[src/core/asp_pkg.sv]
/*
 Constants for the async serial port: register map, field positions, reset values, timing.
 Assumes the bus is classic Wishbone with 32-bit data and word-aligned byte addresses.
*/
package asp_pkg;
   // Register byte offsets
   localparam logic [4:0] ASP_OFF_DATA = 5'h00;
   localparam logic [4:0] ASP_OFF_IER = 5'h04;
   localparam logic [4:0] ASP_OFF_IIR = 5'h08;
   localparam logic [4:0] ASP_OFF_QCR = 5'h0c;
   localparam logic [4:0] ASP_OFF_LCR = 5'h10;
   localparam logic [4:0] ASP_OFF_LSR = 5'h14;
   localparam logic [4:0] ASP_OFF_PWR = 5'h18;
   localparam logic [4:0] ASP_OFF_DIV = 5'h1c;
   // Interrupt enable fields
   localparam int ASP_IER_RDA = 0;
   localparam int ASP_IER_TX_HOLDING_EMPTY = 1;
   localparam int ASP_IER_RLS = 2;
   // Queue control fields
   localparam int ASP_QCR_EN = 0;
   localparam int ASP_QCR_RXCLR = 1;
   localparam int ASP_QCR_TXCLR = 2;
   localparam int ASP_QCR_TRIG = 6;
   // Line control fields
   localparam int ASP_LCR_WLS = 0;
   localparam int ASP_LCR_STB = 2;
   localparam int ASP_LCR_PEN = 3;
   localparam int ASP_LCR_EPS = 4;
   // Power / run control fields
   localparam int ASP_PWR_RXRUN = 13;
   localparam int ASP_PWR_TXRUN = 14;
   // Line status fields
   localparam int ASP_LSR_DR = 0;
   localparam int ASP_LSR_OE = 1;
   localparam int ASP_LSR_PE = 2;
   localparam int ASP_LSR_FE = 3;
   localparam int ASP_LSR_BI = 4;
   localparam int ASP_LSR_TX_HOLDING_EMPTY = 5;
   localparam int ASP_LSR_TEMT = 6;
   localparam int ASP_LSR_RXERR = 7;
   // Interrupt identification codes
   localparam logic [3:0] ASP_IID_NONE = 4'h1;
   localparam logic [3:0] ASP_IID_RLS = 4'h6;
   localparam logic [3:0] ASP_IID_RDA = 4'h4;
   localparam logic [3:0] ASP_IID_TMO = 4'hc;
   localparam logic [3:0] ASP_IID_TX_HOLDING_EMPTY = 4'h2;
   // Reset values
   localparam logic [15:0] ASP_DIV_RST = 16'h0001;
   localparam logic [7:0] ASP_LCR_RST = 8'h03;
   // Oversampling: 16 ticks per bit, sample at tick 8
   localparam logic [3:0] ASP_OVS_LAST = 4'hf;
   localparam logic [3:0] ASP_OVS_MID = 4'h7;
   localparam logic [4:0] ASP_QDEPTH = 5'h10;
   localparam int ASP_TMO_CHARS = 4;
endpackage

[src/core/asp_queue.sv]
/*
 Flip-flop queue with count, used for the transmit and receive stages.
 Assumes push is never given while full unless the caller accepts the drop.
*/
`timescale 1ns/100ps
`default_nettype none
module asp_queue #(
   parameter int WIDTH = 8,
   parameter int DEPTH = 16
) (
   // Clock and reset
   input wire logic clk_sys,
   input wire logic rst_b,
   input wire logic clear,
   // Fill side
   input wire logic push,
   input wire logic [WIDTH-1:0] wdata,
   // Drain side
   input wire logic pop,
   output logic [WIDTH-1:0] rdata,
   output logic [$clog2(DEPTH):0] count
);
   localparam int AW = $clog2(DEPTH);
   logic [WIDTH-1:0] mem_r [DEPTH];
   logic [AW-1:0] wp_r, wp_nxt, rp_r, rp_nxt;
   logic [AW:0] cnt_r, cnt_nxt;
   logic do_push, do_pop;

   always_comb
   begin
      do_push = push && (cnt_r != (AW+1)'(DEPTH) || pop);
      do_pop = pop && cnt_r != '0;
      wp_nxt = do_push ? wp_r + 1'b1 : wp_r;
      rp_nxt = do_pop ? rp_r + 1'b1 : rp_r;
      cnt_nxt = cnt_r + (AW+1)'(do_push) - (AW+1)'(do_pop);
      if (clear)
      begin
         wp_nxt = '0;
         rp_nxt = '0;
         cnt_nxt = '0;
      end
   end

   always_ff @(posedge clk_sys)
   begin
      if (!rst_b)
      begin
         wp_r <= '0;
         rp_r <= '0;
         cnt_r <= '0;
      end
      else
      begin
         wp_r <= wp_nxt;
         rp_r <= rp_nxt;
         cnt_r <= cnt_nxt;
      end
      if (do_push && !clear)
         mem_r[wp_r] <= wdata;
   end

   assign rdata = mem_r[rp_r];
   assign count = cnt_r;
endmodule
`default_nettype wire

[src/core/asp_uart.sv]
/*
 Async serial port: transmitter, receiver, 16-entry queues, interrupt identification.
 Assumes a classic Wishbone master, one 100 MHz clock, serial_in_pin synchronous to clk_sys.
*/
// Added by the designer: the register offsets and the Wishbone register port.
// Behaviour
// - Receive start, five to eight data bits, optional parity, one stop.
// - Transmit start, data, optional parity, then 1, 1.5 or 2 stop bits.
// - Receiver checks only the first stop bit.
// - In queue mode both stages hold sixteen bytes.
// - Words move from holding stage to shift register when it is idle.
// - Non-queue: holding empty interrupt cleared by write or ident read.
// - Queue mode: empty interrupt at empty, cleared by write or ident read.
// - Shift register assembles character into buffer or queue.
// - Each character carries parity, framing and break bits.
// - Non-queue: data-ready interrupt until the character is read.
// - Queue mode: data-ready while fill at or above trigger level.
// - Line-status interrupt on overrun, parity, framing, break; beats data-ready.
// - Data-available set on first character, held until queue empty.
// - Time-out needs data, four idle character times since receive and read.
// - Character time is start, n data, parity, one stop bit.
// - Fired time-out cleared by a read, new character or receiver reset.
// - Timer restarts on each received character or queue read.
// - Queues serviced separately; interrupt or poll by enable bits.
// - Receiver sampling timed by sixteen-times oversampled clock.
// - Eight-bit words use eleven-bit character time, forty-four bit window.
// - Receiver held in reset while receiver-run bit is zero.
`timescale 1ns/100ps
`default_nettype none
module asp_uart
   import asp_pkg::*;
#(
   parameter int QDEPTH = 16
) (
   // System
   input wire logic clk_sys,
   input wire logic rst_b,
   // Wishbone slave
   input wire logic wb_cyc_i,
   input wire logic wb_stb_i,
   input wire logic wb_we_i,
   input wire logic [4:0] wb_adr_i,
   input wire logic [3:0] wb_sel_i,
   input wire logic [31:0] wb_dat_i,
   output logic [31:0] wb_dat_o,
   output logic wb_ack_o,
   // Serial pins and interrupt
   input wire logic serial_in_pin,
   output logic serial_out_pin,
   output logic irq
);
   typedef enum logic [2:0] {
      ASP_S_IDLE = 3'b000, ASP_S_START = 3'b001, ASP_S_DATA = 3'b010,
      ASP_S_PAR = 3'b011, ASP_S_STOP = 3'b100
   } asp_state_t;

   function automatic logic [3:0] asp_nbits(input logic [1:0] word_length_select);
      asp_nbits = 4'h5 + {2'b00, word_length_select};
   endfunction

   function automatic logic asp_parity(input logic [7:0] d, input logic [1:0] word_length_select,
                                       input logic even);
      logic [7:0] m;
      m = d & (8'hff >> (2'd3 - word_length_select));
      asp_parity = ^m ^ ~even;
   endfunction

   ////////////////////////////////////////////////////////////////////////////
   // Registers and bus
   logic [2:0] ier_r, ier_nxt;
   logic [7:0] lcr_r, lcr_nxt, qcr_r, qcr_nxt;
   logic rxrun_r, rxrun_nxt, txrun_r, txrun_nxt;
   logic [15:0] div_r, div_nxt;
   logic [31:0] dat_r, dat_nxt;
   logic ack_r, ack_nxt;
   logic req, wr, rd, wr_data, rd_data, rd_iir;
   logic [3:0] iid;
   logic [7:0] line_status_reg;
   logic qen;
   logic [1:0] word_length_select;

   assign req = wb_cyc_i && wb_stb_i && !ack_r;
   assign wr = req && wb_we_i && wb_sel_i[0];
   assign rd = req && !wb_we_i;
   assign wr_data = wr && wb_adr_i == ASP_OFF_DATA;
   assign rd_data = rd && wb_adr_i == ASP_OFF_DATA;
   assign rd_iir = rd && wb_adr_i == ASP_OFF_IIR;
   assign qen = qcr_r[ASP_QCR_EN];
   assign word_length_select = lcr_r[ASP_LCR_WLS +: 2];

   ////////////////////////////////////////////////////////////////////////////
   // Queues; depth one outside queue mode
   logic [4:0] txq_cnt, rxq_cnt;
   logic [7:0] txq_q;
   logic [10:0] rxq_q;
   logic tx_pop, rx_push;
   logic [10:0] rx_word;
   logic tx_full, rx_full;

   assign tx_full = qen ? txq_cnt == ASP_QDEPTH : txq_cnt != 5'h00;
   assign rx_full = qen ? rxq_cnt == ASP_QDEPTH : rxq_cnt != 5'h00;

   asp_queue #(.WIDTH(8), .DEPTH(QDEPTH)) u_txq (
      .clk_sys(clk_sys), .rst_b(rst_b),
      .clear(wr && wb_adr_i == ASP_OFF_QCR && (wb_dat_i[ASP_QCR_TXCLR] ||
             wb_dat_i[ASP_QCR_EN] != qen)),
      .push(wr_data && !tx_full), .wdata(wb_dat_i[7:0]),
      .pop(tx_pop), .rdata(txq_q), .count(txq_cnt)
   );

   // Receive side, character plus three error bits
   asp_queue #(.WIDTH(11), .DEPTH(QDEPTH)) u_rxq (
      .clk_sys(clk_sys), .rst_b(rst_b),
      .clear(wr && wb_adr_i == ASP_OFF_QCR && (wb_dat_i[ASP_QCR_RXCLR] ||
             wb_dat_i[ASP_QCR_EN] != qen)),
      .push(rx_push && !rx_full), .wdata(rx_word),
      .pop(rd_data), .rdata(rxq_q), .count(rxq_cnt)
   );

   ////////////////////////////////////////////////////////////////////////////
   // Baud tick: divisor gives the 16x rate
   logic [15:0] bcnt_r, bcnt_nxt;
   logic tick;
   assign tick = bcnt_r == 16'h0000;
   always_comb
   begin
      bcnt_nxt = tick ? div_r - 16'h0001 : bcnt_r - 16'h0001;
   end

   ////////////////////////////////////////////////////////////////////////////
   // Transmitter
   asp_state_t ts_r, ts_nxt;
   logic [7:0] tsh_r, tsh_nxt;
   logic [4:0] tov_r, tov_nxt;
   logic [2:0] tbit_r, tbit_nxt;
   logic txo_r, txo_nxt, tpar_r, tpar_nxt;
   logic [4:0] stop_len;

   // Stop length in 16x ticks minus one: 1, 1.5 or 2 bits
   assign stop_len = !lcr_r[ASP_LCR_STB] ? 5'd15 : (word_length_select == 2'd0 ? 5'd23 : 5'd31);

   always_comb
   begin
      ts_nxt = ts_r;
      tsh_nxt = tsh_r;
      tov_nxt = tov_r;
      tbit_nxt = tbit_r;
      txo_nxt = txo_r;
      tpar_nxt = tpar_r;
      tx_pop = 1'b0;
      if (!txrun_r)
      begin
         ts_nxt = ASP_S_IDLE;
         txo_nxt = 1'b1;
      end
      else
         case (ts_r)
            ASP_S_IDLE:
               if (txq_cnt != 5'h00 && tick)
               begin
                  tx_pop = 1'b1;
                  tsh_nxt = txq_q;
                  tpar_nxt = asp_parity(txq_q, word_length_select, lcr_r[ASP_LCR_EPS]);
                  txo_nxt = 1'b0;
                  tov_nxt = 5'd15;
                  ts_nxt = ASP_S_START;
               end
            default:
               if (tick)
               begin
                  tov_nxt = tov_r - 5'd1;
                  if (tov_r == 5'd0)
                  begin
                     tov_nxt = 5'd15;
                     case (ts_r)
                        ASP_S_START:
                        begin
                           ts_nxt = ASP_S_DATA;
                           tbit_nxt = 3'd0;
                           txo_nxt = tsh_r[0];
                        end
                        ASP_S_DATA:
                           if ({1'b0, tbit_r} == asp_nbits(word_length_select) - 4'h1)
                           begin
                              ts_nxt = lcr_r[ASP_LCR_PEN] ? ASP_S_PAR : ASP_S_STOP;
                              txo_nxt = lcr_r[ASP_LCR_PEN] ? tpar_r : 1'b1;
                              tov_nxt = lcr_r[ASP_LCR_PEN] ? 5'd15 : stop_len;
                           end
                           else
                           begin
                              tbit_nxt = tbit_r + 3'd1;
                              tsh_nxt = tsh_r >> 1;
                              txo_nxt = tsh_r[1];
                           end
                        ASP_S_PAR:
                        begin
                           ts_nxt = ASP_S_STOP;
                           txo_nxt = 1'b1;
                           tov_nxt = stop_len;
                        end
                        default:
                           ts_nxt = ASP_S_IDLE;
                     endcase
                  end
               end
         endcase
   end

   ////////////////////////////////////////////////////////////////////////////
   // Receiver, sampled mid-bit on the 16x tick
   asp_state_t rs_r, rs_nxt;
   logic [7:0] rsh_r, rsh_nxt;
   logic [3:0] rov_r, rov_nxt;
   logic [2:0] rbit_r, rbit_nxt;
   logic rpe_r, rpe_nxt, rlow_r, rlow_nxt;

   always_comb
   begin
      rs_nxt = rs_r;
      rsh_nxt = rsh_r;
      rov_nxt = rov_r;
      rbit_nxt = rbit_r;
      rpe_nxt = rpe_r;
      rlow_nxt = rlow_r;
      rx_push = 1'b0;
      rx_word = {1'b0, 1'b0, rpe_r, rsh_r};
      if (!rxrun_r)
         rs_nxt = ASP_S_IDLE;
      else if (tick)
      begin
         rov_nxt = rov_r + 4'h1;
         case (rs_r)
            ASP_S_IDLE:
               if (!serial_in_pin)
               begin
                  rs_nxt = ASP_S_START;
                  rov_nxt = 4'h0;
               end
            ASP_S_START:
               if (rov_r == ASP_OVS_MID)
               begin
                  rov_nxt = 4'h0;
                  rs_nxt = serial_in_pin ? ASP_S_IDLE : ASP_S_DATA;
                  rbit_nxt = 3'd0;
                  rsh_nxt = 8'h00;
                  rlow_nxt = 1'b1;
               end
            ASP_S_DATA:
               if (rov_r == ASP_OVS_LAST)
               begin
                  rsh_nxt = {serial_in_pin, rsh_r[7:1]};
                  rlow_nxt = rlow_r & ~serial_in_pin;
                  rbit_nxt = rbit_r + 3'd1;
                  if ({1'b0, rbit_r} == asp_nbits(word_length_select) - 4'h1)
                     rs_nxt = lcr_r[ASP_LCR_PEN] ? ASP_S_PAR : ASP_S_STOP;
               end
            ASP_S_PAR:
               if (rov_r == ASP_OVS_LAST)
               begin
                  rsh_nxt = rsh_r >> (4'h8 - asp_nbits(word_length_select));
                  rpe_nxt = serial_in_pin != asp_parity(rsh_r >> (4'h8 - asp_nbits(word_length_select)),
                            word_length_select, lcr_r[ASP_LCR_EPS]);
                  rlow_nxt = rlow_r & ~serial_in_pin;
                  rs_nxt = ASP_S_STOP;
               end
            default:
               if (rov_r == ASP_OVS_LAST)
               begin
                  // Further stop bits fall into idle and are never seen
                  rs_nxt = ASP_S_IDLE;
                  rx_push = 1'b1;
                  rx_word[7:0] = lcr_r[ASP_LCR_PEN] ? rsh_r : rsh_r >> (4'h8 - asp_nbits(word_length_select));
                  rx_word[8] = lcr_r[ASP_LCR_PEN] & rpe_r;
                  rx_word[9] = !serial_in_pin;
                  rx_word[10] = rlow_r && !serial_in_pin;
                  if (rx_word[10])
                     rx_word[7:0] = 8'h00;
                  rpe_nxt = 1'b0;
               end
         endcase
      end
   end

   ////////////////////////////////////////////////////////////////////////////
   // Status, time-out and interrupt identification
   logic oe_r, oe_nxt, lse_r, lse_nxt, tx_holding_empty_r, tx_holding_empty_nxt, tmo_r, tmo_nxt;
   logic [9:0] tmo_cnt_r, tmo_cnt_nxt;
   logic [9:0] tmo_lim;
   logic [3:0] trig;
   logic tx_empty_now, rda, rx_err_any;

   // Four char times in 16x ticks: (n + 3) bits each
   assign tmo_lim = 10'(ASP_TMO_CHARS * 16) * 10'(asp_nbits(word_length_select) + 4'h3);
   assign trig = qcr_r[ASP_QCR_TRIG +: 2] == 2'd0 ? 4'd1 :
                 qcr_r[ASP_QCR_TRIG +: 2] == 2'd1 ? 4'd4 :
                 qcr_r[ASP_QCR_TRIG +: 2] == 2'd2 ? 4'd8 : 4'd14;
   assign rda = qen ? rxq_cnt >= {1'b0, trig} : rxq_cnt != 5'h00;
   assign tx_empty_now = txq_cnt == 5'h00;

   always_comb
   begin
      oe_nxt = oe_r | (rx_push & rx_full);
      lse_nxt = lse_r | (rx_push & |rx_word[10:8]) | (rx_push & rx_full);
      // Set on becoming empty; a write or ident read clears it
      tx_holding_empty_nxt = tx_holding_empty_r;
      if (wr_data || rd_iir)
         tx_holding_empty_nxt = 1'b0;
      // A push in the same cycle keeps the stage busy, so no set then
      if (tx_pop && txq_cnt == 5'h01 &&
          !(wr_data && !tx_full))
         tx_holding_empty_nxt = 1'b1;
      if (rd && wb_adr_i == ASP_OFF_LSR)
      begin
         oe_nxt = rx_push & rx_full;
         lse_nxt = rx_push & (rx_full | |rx_word[10:8]);
      end
      tmo_cnt_nxt = tmo_cnt_r;
      tmo_nxt = tmo_r;
      if (rx_push || rd_data || !rxrun_r || rxq_cnt == 5'h00)
      begin
         tmo_cnt_nxt = 10'd0;
         tmo_nxt = 1'b0;
      end
      else if (tick && !tmo_r)
      begin
         tmo_cnt_nxt = tmo_cnt_r + 10'd1;
         if (tmo_cnt_r >= tmo_lim)
            tmo_nxt = qen;
      end
   end

   assign rx_err_any = rxq_cnt != 5'h00 && |rxq_q[10:8];
   assign line_status_reg = {rx_err_any, tx_empty_now && ts_r == ASP_S_IDLE, tx_empty_now,
                 rxq_q[10] && rxq_cnt != 5'h00, rxq_q[9] && rxq_cnt != 5'h00,
                 (rxq_q[8] && rxq_cnt != 5'h00) , oe_r, rxq_cnt != 5'h00};

   // Each source gated by an enable, time-out sharing the data-ready one; polling uses lsr instead
   always_comb
   begin
      if (ier_r[ASP_IER_RLS] && (lse_r || oe_r))
         iid = ASP_IID_RLS;
      else if (ier_r[ASP_IER_RDA] && rda)
         iid = ASP_IID_RDA;
      else if (ier_r[ASP_IER_RDA] && tmo_r)
         iid = ASP_IID_TMO;
      else if (ier_r[ASP_IER_TX_HOLDING_EMPTY] && tx_holding_empty_r)
         iid = ASP_IID_TX_HOLDING_EMPTY;
      else
         iid = ASP_IID_NONE;
   end

   ////////////////////////////////////////////////////////////////////////////
   // Register writes and read mux
   always_comb
   begin
      ier_nxt = ier_r;
      lcr_nxt = lcr_r;
      qcr_nxt = qcr_r;
      rxrun_nxt = rxrun_r;
      txrun_nxt = txrun_r;
      div_nxt = div_r;
      ack_nxt = req;
      dat_nxt = 32'h0000_0000;
      if (wr)
         case (wb_adr_i)
            ASP_OFF_IER: ier_nxt = wb_dat_i[2:0];
            ASP_OFF_QCR: qcr_nxt = wb_dat_i[7:0] & 8'hc1;
            ASP_OFF_LCR: lcr_nxt = wb_dat_i[7:0];
            ASP_OFF_DIV: div_nxt = wb_sel_i[1] ? wb_dat_i[15:0] : {div_r[15:8], wb_dat_i[7:0]};
            default: ;
         endcase
      if (req && wb_we_i && wb_adr_i == ASP_OFF_PWR && wb_sel_i[1])
      begin
         rxrun_nxt = wb_dat_i[ASP_PWR_RXRUN];
         txrun_nxt = wb_dat_i[ASP_PWR_TXRUN];
      end
      if (rd)
         case (wb_adr_i)
            ASP_OFF_DATA: dat_nxt = {24'h000000, rxq_q[7:0]};
            ASP_OFF_IER: dat_nxt = {29'h0, ier_r};
            ASP_OFF_IIR: dat_nxt = {24'h000000, qen, qen, 2'b00, iid};
            ASP_OFF_QCR: dat_nxt = {24'h000000, qcr_r};
            ASP_OFF_LCR: dat_nxt = {24'h000000, lcr_r};
            ASP_OFF_LSR: dat_nxt = {24'h000000, line_status_reg};
            ASP_OFF_PWR: dat_nxt = {17'h0, txrun_r, rxrun_r, 13'h0};
            ASP_OFF_DIV: dat_nxt = {16'h0000, div_r};
            default: dat_nxt = 32'h0000_0000;
         endcase
   end

   always_ff @(posedge clk_sys)
   begin
      if (!rst_b)
      begin
         ier_r <= 3'h0;
         lcr_r <= ASP_LCR_RST;
         qcr_r <= 8'h00;
         rxrun_r <= 1'b0;
         txrun_r <= 1'b0;
         div_r <= ASP_DIV_RST;
         dat_r <= 32'h0000_0000;
         ack_r <= 1'b0;
         bcnt_r <= 16'h0000;
         ts_r <= ASP_S_IDLE;
         tsh_r <= 8'h00;
         tov_r <= 5'h00;
         tbit_r <= 3'h0;
         txo_r <= 1'b1;
         tpar_r <= 1'b0;
         rs_r <= ASP_S_IDLE;
         rsh_r <= 8'h00;
         rov_r <= 4'h0;
         rbit_r <= 3'h0;
         rpe_r <= 1'b0;
         rlow_r <= 1'b0;
         oe_r <= 1'b0;
         lse_r <= 1'b0;
         tx_holding_empty_r <= 1'b1;
         tmo_r <= 1'b0;
         tmo_cnt_r <= 10'h000;
      end
      else
      begin
         ier_r <= ier_nxt;
         lcr_r <= lcr_nxt;
         qcr_r <= qcr_nxt;
         rxrun_r <= rxrun_nxt;
         txrun_r <= txrun_nxt;
         div_r <= div_nxt;
         dat_r <= dat_nxt;
         ack_r <= ack_nxt;
         bcnt_r <= bcnt_nxt;
         ts_r <= ts_nxt;
         tsh_r <= tsh_nxt;
         tov_r <= tov_nxt;
         tbit_r <= tbit_nxt;
         txo_r <= txo_nxt;
         tpar_r <= tpar_nxt;
         rs_r <= rs_nxt;
         rsh_r <= rsh_nxt;
         rov_r <= rov_nxt;
         rbit_r <= rbit_nxt;
         rpe_r <= rpe_nxt;
         rlow_r <= rlow_nxt;
         oe_r <= oe_nxt;
         lse_r <= lse_nxt;
         tx_holding_empty_r <= tx_holding_empty_nxt;
         tmo_r <= tmo_nxt;
         tmo_cnt_r <= tmo_cnt_nxt;
      end
   end

   assign wb_dat_o = dat_r;
   assign wb_ack_o = ack_r;
   assign serial_out_pin = txo_r;
   assign irq = iid != ASP_IID_NONE;
endmodule
`default_nettype wire

[config.mk]
export PLATFORM = sky130hd
export DESIGN_NAME = asp_uart
export DESIGN_NICKNAME = d
export VERILOG_FILES = /design/src/core/asp_pkg.sv /design/src/core/asp_queue.sv /design/src/core/asp_uart.sv
export SDC_FILE = /design/constraint.sdc
export NUM_CORES = 1
export LEC_CHECK = 0
export BUFFER_PORTS_ARGS = -buffer_cell sky130_fd_sc_hd__buf_2
export CELL_PAD_IN_SITES_DETAIL_PLACEMENT = 0
export CELL_PAD_IN_SITES_GLOBAL_PLACEMENT = 1
export CORE_MARGIN = 2
export CORE_UTILIZATION = 45
export CTS_BUF_LIST = sky130_fd_sc_hd__clkbuf_4 sky130_fd_sc_hd__clkbuf_8
export DETAILED_ROUTE_END_ITERATION = 10
export HOLD_SLACK_MARGIN = 0.03
export PLACE_DENSITY = 0.81
export SETUP_SLACK_MARGIN = 0.15
export SLEW_MARGIN = 20
export SYNTH_ARGS = -nofsm -noshare
export SYNTH_HDL_FRONTEND = slang
export SYNTH_HIERARCHICAL = 1
export SYNTH_SLANG_ARGS = --single-unit
export TNS_END_PERCENT = 5
[constraint.sdc]
create_clock -name clk_sys -period 4.49 [get_ports clk_sys]
set_input_delay 0.2245 -clock clk_sys [delete_from_list [all_inputs] [get_ports clk_sys]]
set_output_delay 0.2245 -clock clk_sys [all_outputs]
set_load 0.05 [all_outputs]
======== Word-level counts from Yosys, hierarchy flattened ========
Memory sizes are Yosys's and may differ from the RTL's. A register that Yosys moved wholly into a read port is not among the register bits.
Index checks and enable logic that the tools add are counted.
operators by class
  add/sub/neg operators ................... 20
  magnitude comparators ................... 2
  eq/ne operators ......................... 37
  shifts and indexed selects .............. 2
  multiplexer cells ....................... 90
  bitwise logic cells ..................... 18
  reductions and logical operators ........ 107
operators with widths
  cell                   count
  $pmux 16 s8            1
  $mux 8                 11
  $mux 3                 16
  $mux 4                 12
  $mux 11                4
  $logic_and 1x1->1      36
  $mux 5                 7
  $sub 16x1->16 const B  2
  $eq 5x5->1 const B     6
  $mux 1                 26
  $pmux 8 s3             1
  $add 4x1->4 const B    5
  $logic_not 5->1        4
  $reduce_and 2->1       9
  $reduce_and 6->1       3
  $and 8x8->8            2
  $logic_not 16->1       1
  $mux 16                1
  $reduce_xor 8->1       2
  $ne 2x2->1 const B     7
  $eq 3x2->1 const B     4
  $pmux 3 s2             2
  $pmux 3 s4             1
  $reduce_and 4->1       3
  other kinds (52)       110
word-level totals
  flip-flop bits (word level) ............. 162
  memory bits (writable) .................. 304
  output and inout port bits .............. 35
  word-level logic and storage cells ...... 311
  memories ................................ 2
memory list
  name         depth  bits a word  read ports  clocked after memory_dff  wr ports  line             text
  u_rxq.mem_r  16     11           1           1                         1         asp_queue.sv:24  logic [WIDTH-1:0] mem_r [DEPTH];
  u_txq.mem_r  16     8            1           1                         1         asp_queue.sv:24

======== Logic depth before layout (Yosys ltp) ========
Gate-level depths: netlist (run 1).
  word-level depth ........................ 14
  mapped depth ............................ 17

======== By module ========
The synthesis (run 1) kept the hierarchy.
by module, submodules not included
  module             times used  cells an instance  area an instance (µm²)  seq. area each (µm²)
  asp_queue (u_rxq)  1           383                7659.8                  5625.4
  asp_uart           1           819                6575.1                  2402.3
  asp_queue (u_txq)  1           309                5841.9                  4184.0

======== Least setup slack after synthesis (run 1) ========
Ideal clock, no wire load.
  path kind ............................... register to register
  start ................................... register bcnt_r[13]
  end ..................................... register u_txq.cnt_r[4] (netlist: u_txq/count[4])
  arrival ................................. 3.844 ns
  required time ........................... 4.369 ns
  slack ................................... 0.525 ns
  cell stages (with the launch flop) ...... 17
  path buffers ............................ 0
  period minus slack after synthesis ...... 3.965 ns
  path through ............................ dfxtp_1 > or4_4 > nor4_4 > nand3_2 > nor3_1 > nand2b_1 > o21a_4 > inv_2 > ha_1 > inv_1 > ha_1 > inv_1 > fa_1 > nand2b_1 > a21oi_1 > o21ai_0 > nor3b_1
between the ends
  longest elaborated chain between the ends .. 9
  elaborated cells on any way between the ends .. 10
  classes of those cells .................. add/sub: 2; mux: 3; reduce/logical: 5
ends and longest elaborated chain
  element                 line             text
  from (decl)             asp_uart.sv:122  logic [15:0] bcnt_r, bcnt_nxt;
  from (signal assigned)  asp_uart.sv:432  bcnt_r <= bcnt_nxt;
  $logic_not 16->1 (*)    asp_uart.sv:124  assign tick = bcnt_r == 16'h0000;
  $logic_and 1x1->1 (*)   asp_uart.sv:159  if (txq_cnt != 5'h00 && tick)
  $mux 1 (*)              asp_uart.sv:159
  $mux 1 (*)              asp_uart.sv:157  case (ts_r)
  $mux 1 (*)              asp_uart.sv:151  if (!txrun_r)
  net tx_pop              asp_uart.sv:96   logic tx_pop, rx_push;
  $logic_or 1x1->1        asp_queue.sv:31  do_push = push && (cnt_r != (AW+1)'(DEPTH) || pop);
  $logic_and 1x1->1       asp_queue.sv:31
  $add 5x1->5             asp_queue.sv:35  cnt_nxt = cnt_r + (AW+1)'(do_push) - (AW+1)'(do_pop);
  $sub 5x1->5 (*)         asp_queue.sv:35
  to (signal assigned)    asp_queue.sv:56  cnt_r <= cnt_nxt;
  to (decl)               asp_queue.sv:26  logic [AW:0] cnt_r, cnt_nxt;
The timed path passes the listed nets; every way through them passes the cells marked *.
A chain may end at the register's enable or synchronous reset.

======== Worst setup path after layout (run 1) ========
  start ................................... register bcnt_r[6]
  end ..................................... register u_txq.cnt_r[4] (netlist: u_txq/count[4])
The elaborated chain is that of the path after synthesis.

==> summary.md, run 1 <==
| Metric | Value |
|---|---|
| Clock share of power | `41.9%` |
| Clk pin slew, worst setup/hold paths | `0.05 ns` |
| Synth top area share | `45.5%` |
| Unrepaired setup endpoints after global routing | `false` |
| Initial DRC Count | `1130` |
| I/O pin count | `82` |
| CTS sink count | `458` |
| Final wirelength | `45800 um` |
| Tcrit/Tclk final | `91.2%` |
| Setup tns final | `0 ns` |
| Std cell rows | `77` |
| # nets final | `1729` |
| Crit-path max FO | `9` |
| Min-delay src | `wb_adr_i[0]` |
| Max Slew Vio Count | `0` |
| Max-cap violation count | `0` |
| Netlist cell types | `83` |
| Share of cells above drive strength 1 | `18.0%` |
| GPL Wtd Cong | `0.820` |
| DR vias/cell | `5.60` |
| Pint | `0.00706 W` |
| Largest net degree at the start of global routing | `59` |
| Psw | `0.00218 W` |
| Sw frac | `23.6%` |
| Hold path depth | `4` |
| Cell taking the most area after synthesis | `edfxtp_1` |
| Worst VDD drop | `0.000411 V` |
| Initial antenna violation count | `1` |
| Clk buf depth | `3` |
| CP max stage cell | `or4_4` |
| Comb power frac | `8.5%` |
| FF-to-FF End | `u_txq/count[4]` |
| Synth area leaders | `edfxtp_1 (45%), dfxtp_1 (15%), mux4_2 (4.9%), mux4_1 (4.8%), nor2_1 (3.1%)` |
| Vias in the first global route | `12900` |
| Die Span Y | `215 um` |
| CTS root buffer | `clkbuf_8` |
| Residual DRC | `0` |
| Post-synth EDFFs | `304` |
| Buffers on Ports | `47` |
| Total GRT Usage | `20.1%` |
| Leak pwr | `7.87 nW` |
| Clk_skew | `0.0351 ns` |
| Starting Density | `45.5%` |
| CP Data Arrival Time | `4.60 ns` |
| R2r setup slk | `0.39 ns` |
| Post-synth top flop | `edfxtp_1` |
| Mapped Area | `20100 um^2` |
| Syn. warnings | `6` |
| Routed Antenna Nets | `0` |
| 1st-pass router iterations | `5` |
| Most frequent cell after synthesis | `edfxtp_1` |
| CP startpoint kind | `register` |
| Pwr Density | `404 nW/um^2` |
| Fmax | `0.244 GHz` |
| Hold Path Class | `in -> reg` |
| Placed Cells | `2128` |
| Critical path required time | `4.99 ns` |
| Residual overflow from global routing | `0` |
| TritonCTS clock tree | `built` |
| Register share of total power | `49.6%` |
| Fin worst setup slack | `0.393 ns` |
| Post-Layout Cell Count | `2294` |
| Antenna diodes | `0` |
| Synth cell count leaders | `edfxtp_1 (304), nor2_1 (166), dfxtp_1 (154)` |
| Vias | `12900` |
| First-pass GRT wire length | `72100 um` |
| CP Capture Type | `register` |
| CORE AREA | `44100 um^2` |
| Hold endpoint | `ier_r[0]` |
| Least-Margin Pin Slew | `1.04 ns` |
| Die ar. | `46300 um^2` |
| Reg2Reg Launch Point | `bcnt_r[6]` |
| Worst-path cell chain | `or4_4 > nor4_4 > nand3_4 > nor3_2 > buf_4 > nand2b_1 > o21a_4 > inv_2 > ha_1 > inv_1 > ha_1 > inv_1 > fa_1 > nand2b_1 > a21oi_1 > o21ai_0 > nor3b_1` |
| Hold Violations, Final | `0` |
| Crit path time final | `4.10 ns` |
| Placement-stage worst setup slack | `0.342 ns` |
| Drt wl/cell | `19.9 um` |
| Clock buffer count from CTS | `77` |
| Setup violators final | `0` |
| Worst r2r path cells | `17` |
| Rel. slew slack | `30.8%` |
| Hpwl dp | `29800 um` |
| Sequential area share after synthesis | `60.8%` |
| Yosys reg bits | `458` |
| Ys async rst share | `0%` |
| Syn-to-layout area delta | `13.9%` |
| Die width | `215 um` |
| Status | `finished clean` |
| Synthesized area per cell | `13.3 um^2` |
| Clock insertion delay at the later pin of the skew report | `0.64 ns` |
| H-tree depth | `3` |
| WS Path Type | `reg -> reg` |
| Largest stage delay, worst path | `0.59 ns` |
| Mapped Cells | `1511` |
==> cell families after synthesis <==
family          Yosys count  share of synthesized area (%)
mux                     104                           10.9
other cells               1                         0.0187
xor+xnor                 64                           2.79
compound gates          234                           7.83
fa+ha+maj                40                           2.57
flops                   458                           60.8
simple gates            487                           11.7
buf+inv                 123                           3.35
==> how the worst max path moves through the flow <==
stage	slack, ns	end	from
2_1_floorplan	0.52	u_txq/count[4]	bcnt_r[13]
3_3_place_gp	0.42	u_txq/count[4]	bcnt_r[13]
3_5_place_dp	0.34	u_txq/count[4]	bcnt_r[12]
4_1_cts	0.31	u_txq/count[4]	bcnt_r[12]
5_1_grt	0.15	u_txq/count[4]	bcnt_r[6]
6_report	0.39	u_txq/count[4]	bcnt_r[6]
==> cell type report <==
| class | count | area [um^2] |
|---|---|---|
| multi-input cells | 945 | 7270 |
| clock inverters | 23 | 198 |
| repair buffers | 120 | 858 |
| fillers | 3760 | 21300 |
| flip-flops and latches | 458 | 12200 |
| clock buffers | 116 | 1430 |
| well taps | 592 | 741 |
| inverters | 40 | 150 |
==> stage by stage <==
stage | util, % | hold slack, ns | power, W | cell area, um^2
after floorplan | - | 0.323 | 0.00525 | 20100
after global placement | 47.5 | 0.443 | 0.00539 | 21000
after detailed placement | 47.5 | 0.453 | 0.00540 | 21000
after CTS | 51.8 | 0.0358 | 0.00931 | 22800
after global routing | 51.8 | 0.114 | 0.00960 | 22900
final | 51.8 | 0.0911 | 0.00924 | 22900
==> critical path: cells and delay by family, from the launching register on <==
kind	cells	cell delay (ns)
DFF	1	0.35
and+or+nand+nor	7	1.95
buffers and inverters	4	0.36
AOI/OAI and AO/OA	3	0.47
adders and majority gates	3	0.83
==> sequential cells by signal, summed over array words and instances, names as in the netlist, 5 cells and up, named ones only <==
signal	cells
wb_dat_o	16
u_txq/mem_r	128
rsh_r	8
u_rxq/mem_r	176
tov_r	5
lcr_r	8
tmo_cnt_r	10
u_rxq/count	5
tsh_r	8
u_txq/count	5
div_r	16
bcnt_r	16
==> per-layer routing <==
metal / part of all wire (%) / up-vias / GRT usage, %
li1: - / 5963 / -
met1: 43 / 6386 / 26.3
met2: 48 / 417 / 32.2
met3: 7.2 / 83 / 6.03
met4: 2.3 / 2 / 6.69
met5: 0.028 / - / 0
==> power groups by stage <==
| stage | Clock [W] | Sequential (W) | Combinational, W |
|---|---|---|---|
| after CTS | 0.00397 | 0.00458 | 0.000756 |
| after floorplan | 0 | 0.00466 | 0.000589 |
| after global routing | 0.00415 | 0.00459 | 0.000862 |
| after detailed placement | 0 | 0.00467 | 0.000733 |
| final | 0.00387 | 0.00458 | 0.000789 |
| after global placement | 0 | 0.00466 | 0.000726 |
==> placed cells by master, fill, tap and decap left out, drive strengths merged, types with 6 or more instances in the layout <==
| master | netlist | layout |
|---|---|---|
| a211oi | 11 | 11 |
| a21o | 8 | 8 |
| a21oi | 72 | 72 |
| a222oi | 6 | 6 |
| a22oi | 51 | 51 |
| a311oi | 9 | 9 |
| a31oi | 8 | 8 |
| and2 | 13 | 13 |
| and3 | 18 | 18 |
| buf | 47 | 95 |
| clkbuf | 33 | 116 |
| clkinv | 0 | 16 |
| conb | 1 | 16 |
| dfxtp | 154 | 154 |
| dlygate4sd3 | 0 | 25 |
| edfxtp | 304 | 304 |
| ha | 38 | 38 |
| inv | 40 | 43 |
| mux2i | 22 | 22 |
| mux4 | 81 | 81 |
| nand2 | 129 | 129 |
| nand2b | 13 | 13 |
| nand3 | 44 | 44 |
| nand3b | 6 | 6 |
| nand4 | 8 | 8 |
| nor2 | 166 | 166 |
| nor2b | 10 | 10 |
| nor3 | 36 | 36 |
| nor3b | 7 | 7 |
| nor4 | 9 | 9 |
| o211ai | 11 | 11 |
| o21ai | 28 | 28 |
| or3 | 7 | 7 |
| or4 | 6 | 6 |
| xnor2 | 33 | 33 |
| xor2 | 31 | 31 |
==> repair_timing <==
action | CTS | global route
setup buffers | 0 | 2
endpoints found under the setup margin | 0 | 2
hold buffers | 25 | 0
gates resized for setup | 0 | 2
hold endpoints to repair | 150 | 0
Note: power is estimated with default switching activity, not from simulation.
==> inputs of run 2 (changes only) <==
- CORE_MARGIN: 2 -> 4
==> summary.md, run 2 (same netlist as run 1, synthesis figures left out) <==
| Metric | Value |
|---|---|
| Least-Margin Pin Slew | `0.931 ns` |
| Status | `finished clean` |
| Max reg flops | `176` |
| Residual overflow from global routing | `0` |
| Max-cap violation count | `0` |
| Biggest register | `u_rxq/mem_r` |
| Clk buf depth | `3` |
| TritonCTS clock tree | `built` |
| Die width | `219 um` |
| H-tree depth | `3` |
| Rel. slew slack | `37.9%` |
| Crit path time final | `4.07 ns` |
| # hold bufs at CTS | `26` |
| CP Capture Type | `register` |
| I/O pin count | `82` |
| Routed Antenna Nets | `0` |
| Clock buffer count from CTS | `76` |
| Setup tns final | `0 ns` |
| Die ar. | `48100 um^2` |
| Hold Violations, Final | `0` |
| Most frequent cells in the layout | `edfxtp_1 (304), nor2_1 (166), dfxtp_1 (150), nand2_1 (128), clkbuf_8 (79)` |
| Vias | `12900` |
| CORE AREA | `44100 um^2` |
| Critical path required time | `4.99 ns` |
| CTS sink count | `458` |
| Initial antenna violation count | `3` |
| Hold Path Class | `in -> reg` |
| Max Slew Vio Count | `0` |
| Largest regs | `u_rxq/mem_r (176), u_txq/mem_r (128)` |
| Post-cts gate resize count | `0` |
| Antenna diodes | `0` |
| Pwr Density | `393 nW/um^2` |
| CP Data Arrival Time | `4.57 ns` |
| DR vias/cell | `5.63` |
| Initial DRC Count | `1195` |
| First-pass GRT wire length | `70800 um` |
| Starting Density | `45.5%` |
| Hpwl dp | `30600 um` |
| Buffers on Ports | `47` |
| Largest net degree at the start of global routing | `45` |
| WS Path Type | `reg -> reg` |
| Leak pwr | `7.83 nW` |
| Tcrit/Tclk final | `90.7%` |
| Setup violators final | `0` |
| CP startpoint kind | `register` |
| Clk_skew | `0.0379 ns` |
| Die Span Y | `219 um` |
| GPL Wtd Cong | `0.878` |
| Syn-to-layout area delta | `13.4%` |
| Most common cell after layout, fill and taps aside | `edfxtp_1` |
| Clock insertion delay at the later pin of the skew report | `0.65 ns` |
| # nets final | `1735` |
| Total GRT Usage | `19.1%` |
| Vias in the first global route | `12600` |
| Std cell rows | `77` |
| 1st-pass router iterations | `7` |
| Clk pin slew, worst setup/hold paths | `0.06 ns` |
| Fmax | `0.246 GHz` |
| Setup Buffers After CTS | `0` |
| Drt wl/cell | `20.2 um` |
| CTS root buffer | `clkbuf_8` |
| Final wirelength | `46400 um` |
| Post-Layout Cell Count | `2300` |
| Share of cells above drive strength 1 | `18.0%` |
| Unrepaired setup endpoints after global routing | `false` |
| Pwr Total | `0.00896 W` |
| Residual DRC | `0` |
| Crit-path max FO | `8` |
| Placed Cells | `2136` |
| Worst VDD drop | `0.000257 V` |
[run 2: worst max-delay path: stages, from the launching register on]
cell and delay, ns:
dfxtp_1 0.33, or4_4 0.59, nor4_4 0.46, and3_1 0.49, nand3_2 0.12, nor2_1 0.26
o21ai_1 0.14, ha_1 0.31, inv_1 0.05, ha_1 0.15, inv_1 0.05, fa_1 0.39
nand2b_1 0.16, a21oi_1 0.20, o21ai_0 0.10, nor3b_1 0.15
[run 2: area by class of cell]
cell class | count | area [um^2]
repair buffers | 127 | 901
clock inverters | 31 | 214
fillers | 3769 | 21400
clock buffers | 107 | 1300
inverters | 40 | 150
well taps | 592 | 741
flip-flops and latches | 458 | 12200
multi-input cells | 945 | 7250
[run 2: report_power, final]
group	internal [W]	switching, W	total (W)
logic	0.000294	0.000468	0.000762
clock network	0.00199	0.00162	0.00361
registers	0.00453	0.0000557	0.00458
[run 2: stage by stage]
step | hold WS [ns] | setup slack, ns | util, % | instance area, um^2
global placement | 0.443 | 0.519 | 47.6 | 21000
finish | 0.0956 | 0.419 | 51.6 | 22800
detailed placement | 0.451 | 0.479 | 47.6 | 21000
global route | 0.0984 | 0.162 | 51.6 | 22800
floorplan | 0.323 | 0.525 | - | 20100
CTS | 0.0425 | 0.461 | 51.6 | 22800
[run 2: worst paths after layout]
kind	startpoint	endpoint	slack, ns	cells after the start
min	wb_adr_i[0]	ier_r[2]	0.1	4
max	bcnt_r[13]	u_rxq/count[4]	0.42	15
max reg2reg	bcnt_r[13]	u_rxq/count[4]	0.42	15
min reg2reg	lcr_r[7]	lcr_r[7]	0.46	2
[run 2: routing by layer]
layer | share of wire [%] | global-route usage (%)
met1 | 41 | 25.0
met2 | 49 | 32.0
met3 | 7.0 | 4.20
met4 | 2.5 | 6.30
met5 | 0.028 | 0
==> inputs of run 3 (changes only) <==
- CORE_ASPECT_RATIO: default -> 2
- MAX_ROUTING_LAYER: default -> met4
==> summary.md, run 3 (same netlist as run 1, synthesis figures left out) <==
| Metric | Value |
|---|---|
| Filler Cells Inserted | `3818` |
| Final wirelength | `47600 um` |
| Reg2Reg Launch Point | `bcnt_r[12]` |
| Pint | `0.00676 W` |
| Max Slew Vio Count | `0` |
| Comb power frac | `8.5%` |
| CTS sink count | `458` |
| Fmax | `0.249 GHz` |
| 1st-pass router iterations | `5` |
| Hold path depth | `1` |
| Initial DRC Count | `892` |
| Hpwl dp | `34100 um` |
| Drt wl/cell | `21.4 um` |
| Std cell rows | `109` |
| Clock insertion delay at the later pin of the skew report | `0.61 ns` |
| Crit-path max FO | `8` |
| Setup tns final | `0 ns` |
| Worst VDD drop | `0.000253 V` |
| Post-cts gate resize count | `0` |
| Die Span Y | `307 um` |
| Crit path time final | `4.02 ns` |
| Buffers on Ports | `47` |
| Worst setup endpoint | `u_txq/count[4]` |
| Largest regs | `u_rxq/mem_r (176), u_txq/mem_r (128)` |
| Clk pin slew, worst setup/hold paths | `0.07 ns` |
| Clock buffer count from CTS | `66` |
| Status | `finished clean` |
| Total GRT Usage | `20.4%` |
| CORE AREA | `44200 um^2` |
| Syn-to-layout area delta | `11.9%` |
| Starting Density | `45.4%` |
| Hold Violations, Final | `0` |
| Initial antenna violation count | `3` |
| Max-cap violation count | `0` |
| Residual overflow from global routing | `0` |
| Share of cells above drive strength 1 | `16.7%` |
| FF-to-FF End | `u_txq/count[4]` |
| Vias | `12700` |
| Placement-stage worst setup slack | `0.502 ns` |
| TritonCTS clock tree | `built` |
| Worst r2r path cells | `17` |
| Rel. slew slack | `26.2%` |
| First-pass GRT wire length | `73100 um` |
| Max reg flops | `176` |
| Largest net degree at the start of global routing | `51` |
| Unrepaired setup endpoints after global routing | `false` |
| CP Data Arrival Time | `4.50 ns` |
| # nets final | `1709` |
| H-tree depth | `3` |
| WS Path Type | `reg -> reg` |
| Psw | `0.00207 W` |
| Setup violators final | `0` |
| Clk buf depth | `3` |
| Die ar. | `48300 um^2` |
| Clk_skew | `0.0254 ns` |
| Register share of total power | `51.9%` |
| Die width | `157 um` |
| GPL Wtd Cong | `0.861` |
| Fin worst setup slack | `0.472 ns` |
| Pwr Density | `393 nW/um^2` |
| CP Capture Type | `register` |
| Routed Antenna Nets | `0` |
| Most frequent cells in the layout | `edfxtp_1 (304), nor2_1 (166), dfxtp_1 (152), nand2_1 (128), clkbuf_8 (75)` |
| Critical path required time | `4.97 ns` |
| DR vias/cell | `5.71` |
| Clock share of power | `39.6%` |
| Critical Path Start | `bcnt_r[12]` |
| I/O pin count | `82` |
| Most common cell after layout, fill and taps aside | `edfxtp_1` |
| Leak pwr | `7.68 nW` |
| CTS root buffer | `clkbuf_8` |
| Hold Path Class | `in -> reg` |
| Least-Margin Pin Slew | `1.10 ns` |
| Vias in the first global route | `13000` |
| CP startpoint kind | `register` |
| Residual DRC | `0` |
| Setup Buffers After CTS | `0` |
| Biggest register | `u_rxq/mem_r` |
| R2r setup slk | `0.47 ns` |
| Tcrit/Tclk final | `89.5%` |
| Sw frac | `23.5%` |
-- run 3: cell types whose count changed in the layout (fill, tap and decap cells not counted), moves of 4 or more --
cell,previous run,this run
clkinv_2,13,6
dlygate4sd3_1,26,15
buf_4,54,49
clkbuf_8,79,75
clkbuf_4,28,14
-- run 3: power by group through the flow --
stage | Sequential (W) | Combinational, W | Clock, W
finish | 0.00458 | 0.000752 | 0.00350
global route | 0.00458 | 0.000831 | 0.00377
CTS | 0.00458 | 0.000754 | 0.00360
detailed placement | 0.00467 | 0.000738 | 0
global placement | 0.00467 | 0.000723 | 0
floorplan | 0.00466 | 0.000589 | 0
-- run 3: area by class of cell --
| class | instances | area [um^2] | area share (%) |
|---|---|---|---|
| multi-input cells | 945 | 7250 | 32.3 |
| repair buffers | 111 | 753 | 3.35 |
| diodes | 3 | 7.51 | 0.0334 |
| clock inverters | 23 | 255 | 1.14 |
| well taps | 555 | 694 | 3.09 |
| clock buffers | 89 | 1140 | 5.06 |
| inverters | 40 | 150 | 0.668 |
| flip-flops and latches | 458 | 12200 | 54.4 |
-- run 3: critical path: stages, from the launching register on --
cell and delay, ns:
dfxtp_1 0.34, or4_4 0.56, nor4_4 0.47, nand3_2 0.17, nor3_1 0.21, buf_4 0.20
nand2b_1 0.17, o21a_4 0.19, inv_2 0.05, ha_1 0.28, inv_1 0.06, ha_1 0.17
inv_1 0.06, fa_1 0.39, nand2b_1 0.16, a21oi_1 0.19, o21ai_0 0.09, nor3b_1 0.14
-- run 3: timing repair --
action,CTS,global route
setup endpoints to repair,0,0
endpoints found under the hold margin,23,0
hold buffers,15,0
-- run 3: worst min-delay path by stage --
stage                 from                 end  slack, ns
3_5_place_dp      lcr_r[5]            lcr_r[5]       0.46
3_3_place_gp      lcr_r[6]            lcr_r[6]       0.45
4_1_cts        wb_dat_i[5]  u_txq/mem_r[11][5]       0.03
2_1_floorplan  wb_dat_i[0]   u_txq/mem_r[0][0]       0.32
6_report       wb_dat_i[3]  u_txq/mem_r[15][3]       0.07
5_1_grt        wb_dat_i[5]   u_txq/mem_r[0][5]       0.05
-- run 3: stage by stage --
step / total power [W] / util [%] / hold slack, ns / area (um^2) / instances
3_5_place_dp: 0.00541 / 47.3 / 0.456 / 20900 / 2094
5_1_grt: 0.00918 / 50.8 / 0.0508 / 22500 / 2224
6_report: 0.00883 / 50.8 / 0.0702 / 22500 / 2224
2_1_floorplan: 0.00525 / - / 0.323 / 20100 / 1526
3_3_place_gp: 0.00539 / 47.3 / 0.448 / 20900 / 2094
4_1_cts: 0.00893 / 50.8 / 0.0333 / 22500 / 2221
-- run 3: metal layers --
| layer | up-vias | GRT usage [%] | part of all wire (%) | wire length, um |
|---|---|---|---|---|
| li1 | 5918 | - | - | - |
| met1 | 6222 | 20.4 | 34 | 16100 |
| met2 | 418 | 37.2 | 56 | 26600 |
| met3 | 136 | 3.07 | 4.7 | 2250 |
| met4 | 0 | 11.1 | 5.4 | 2590 |
| met5 | - | - | 0 | 0 |
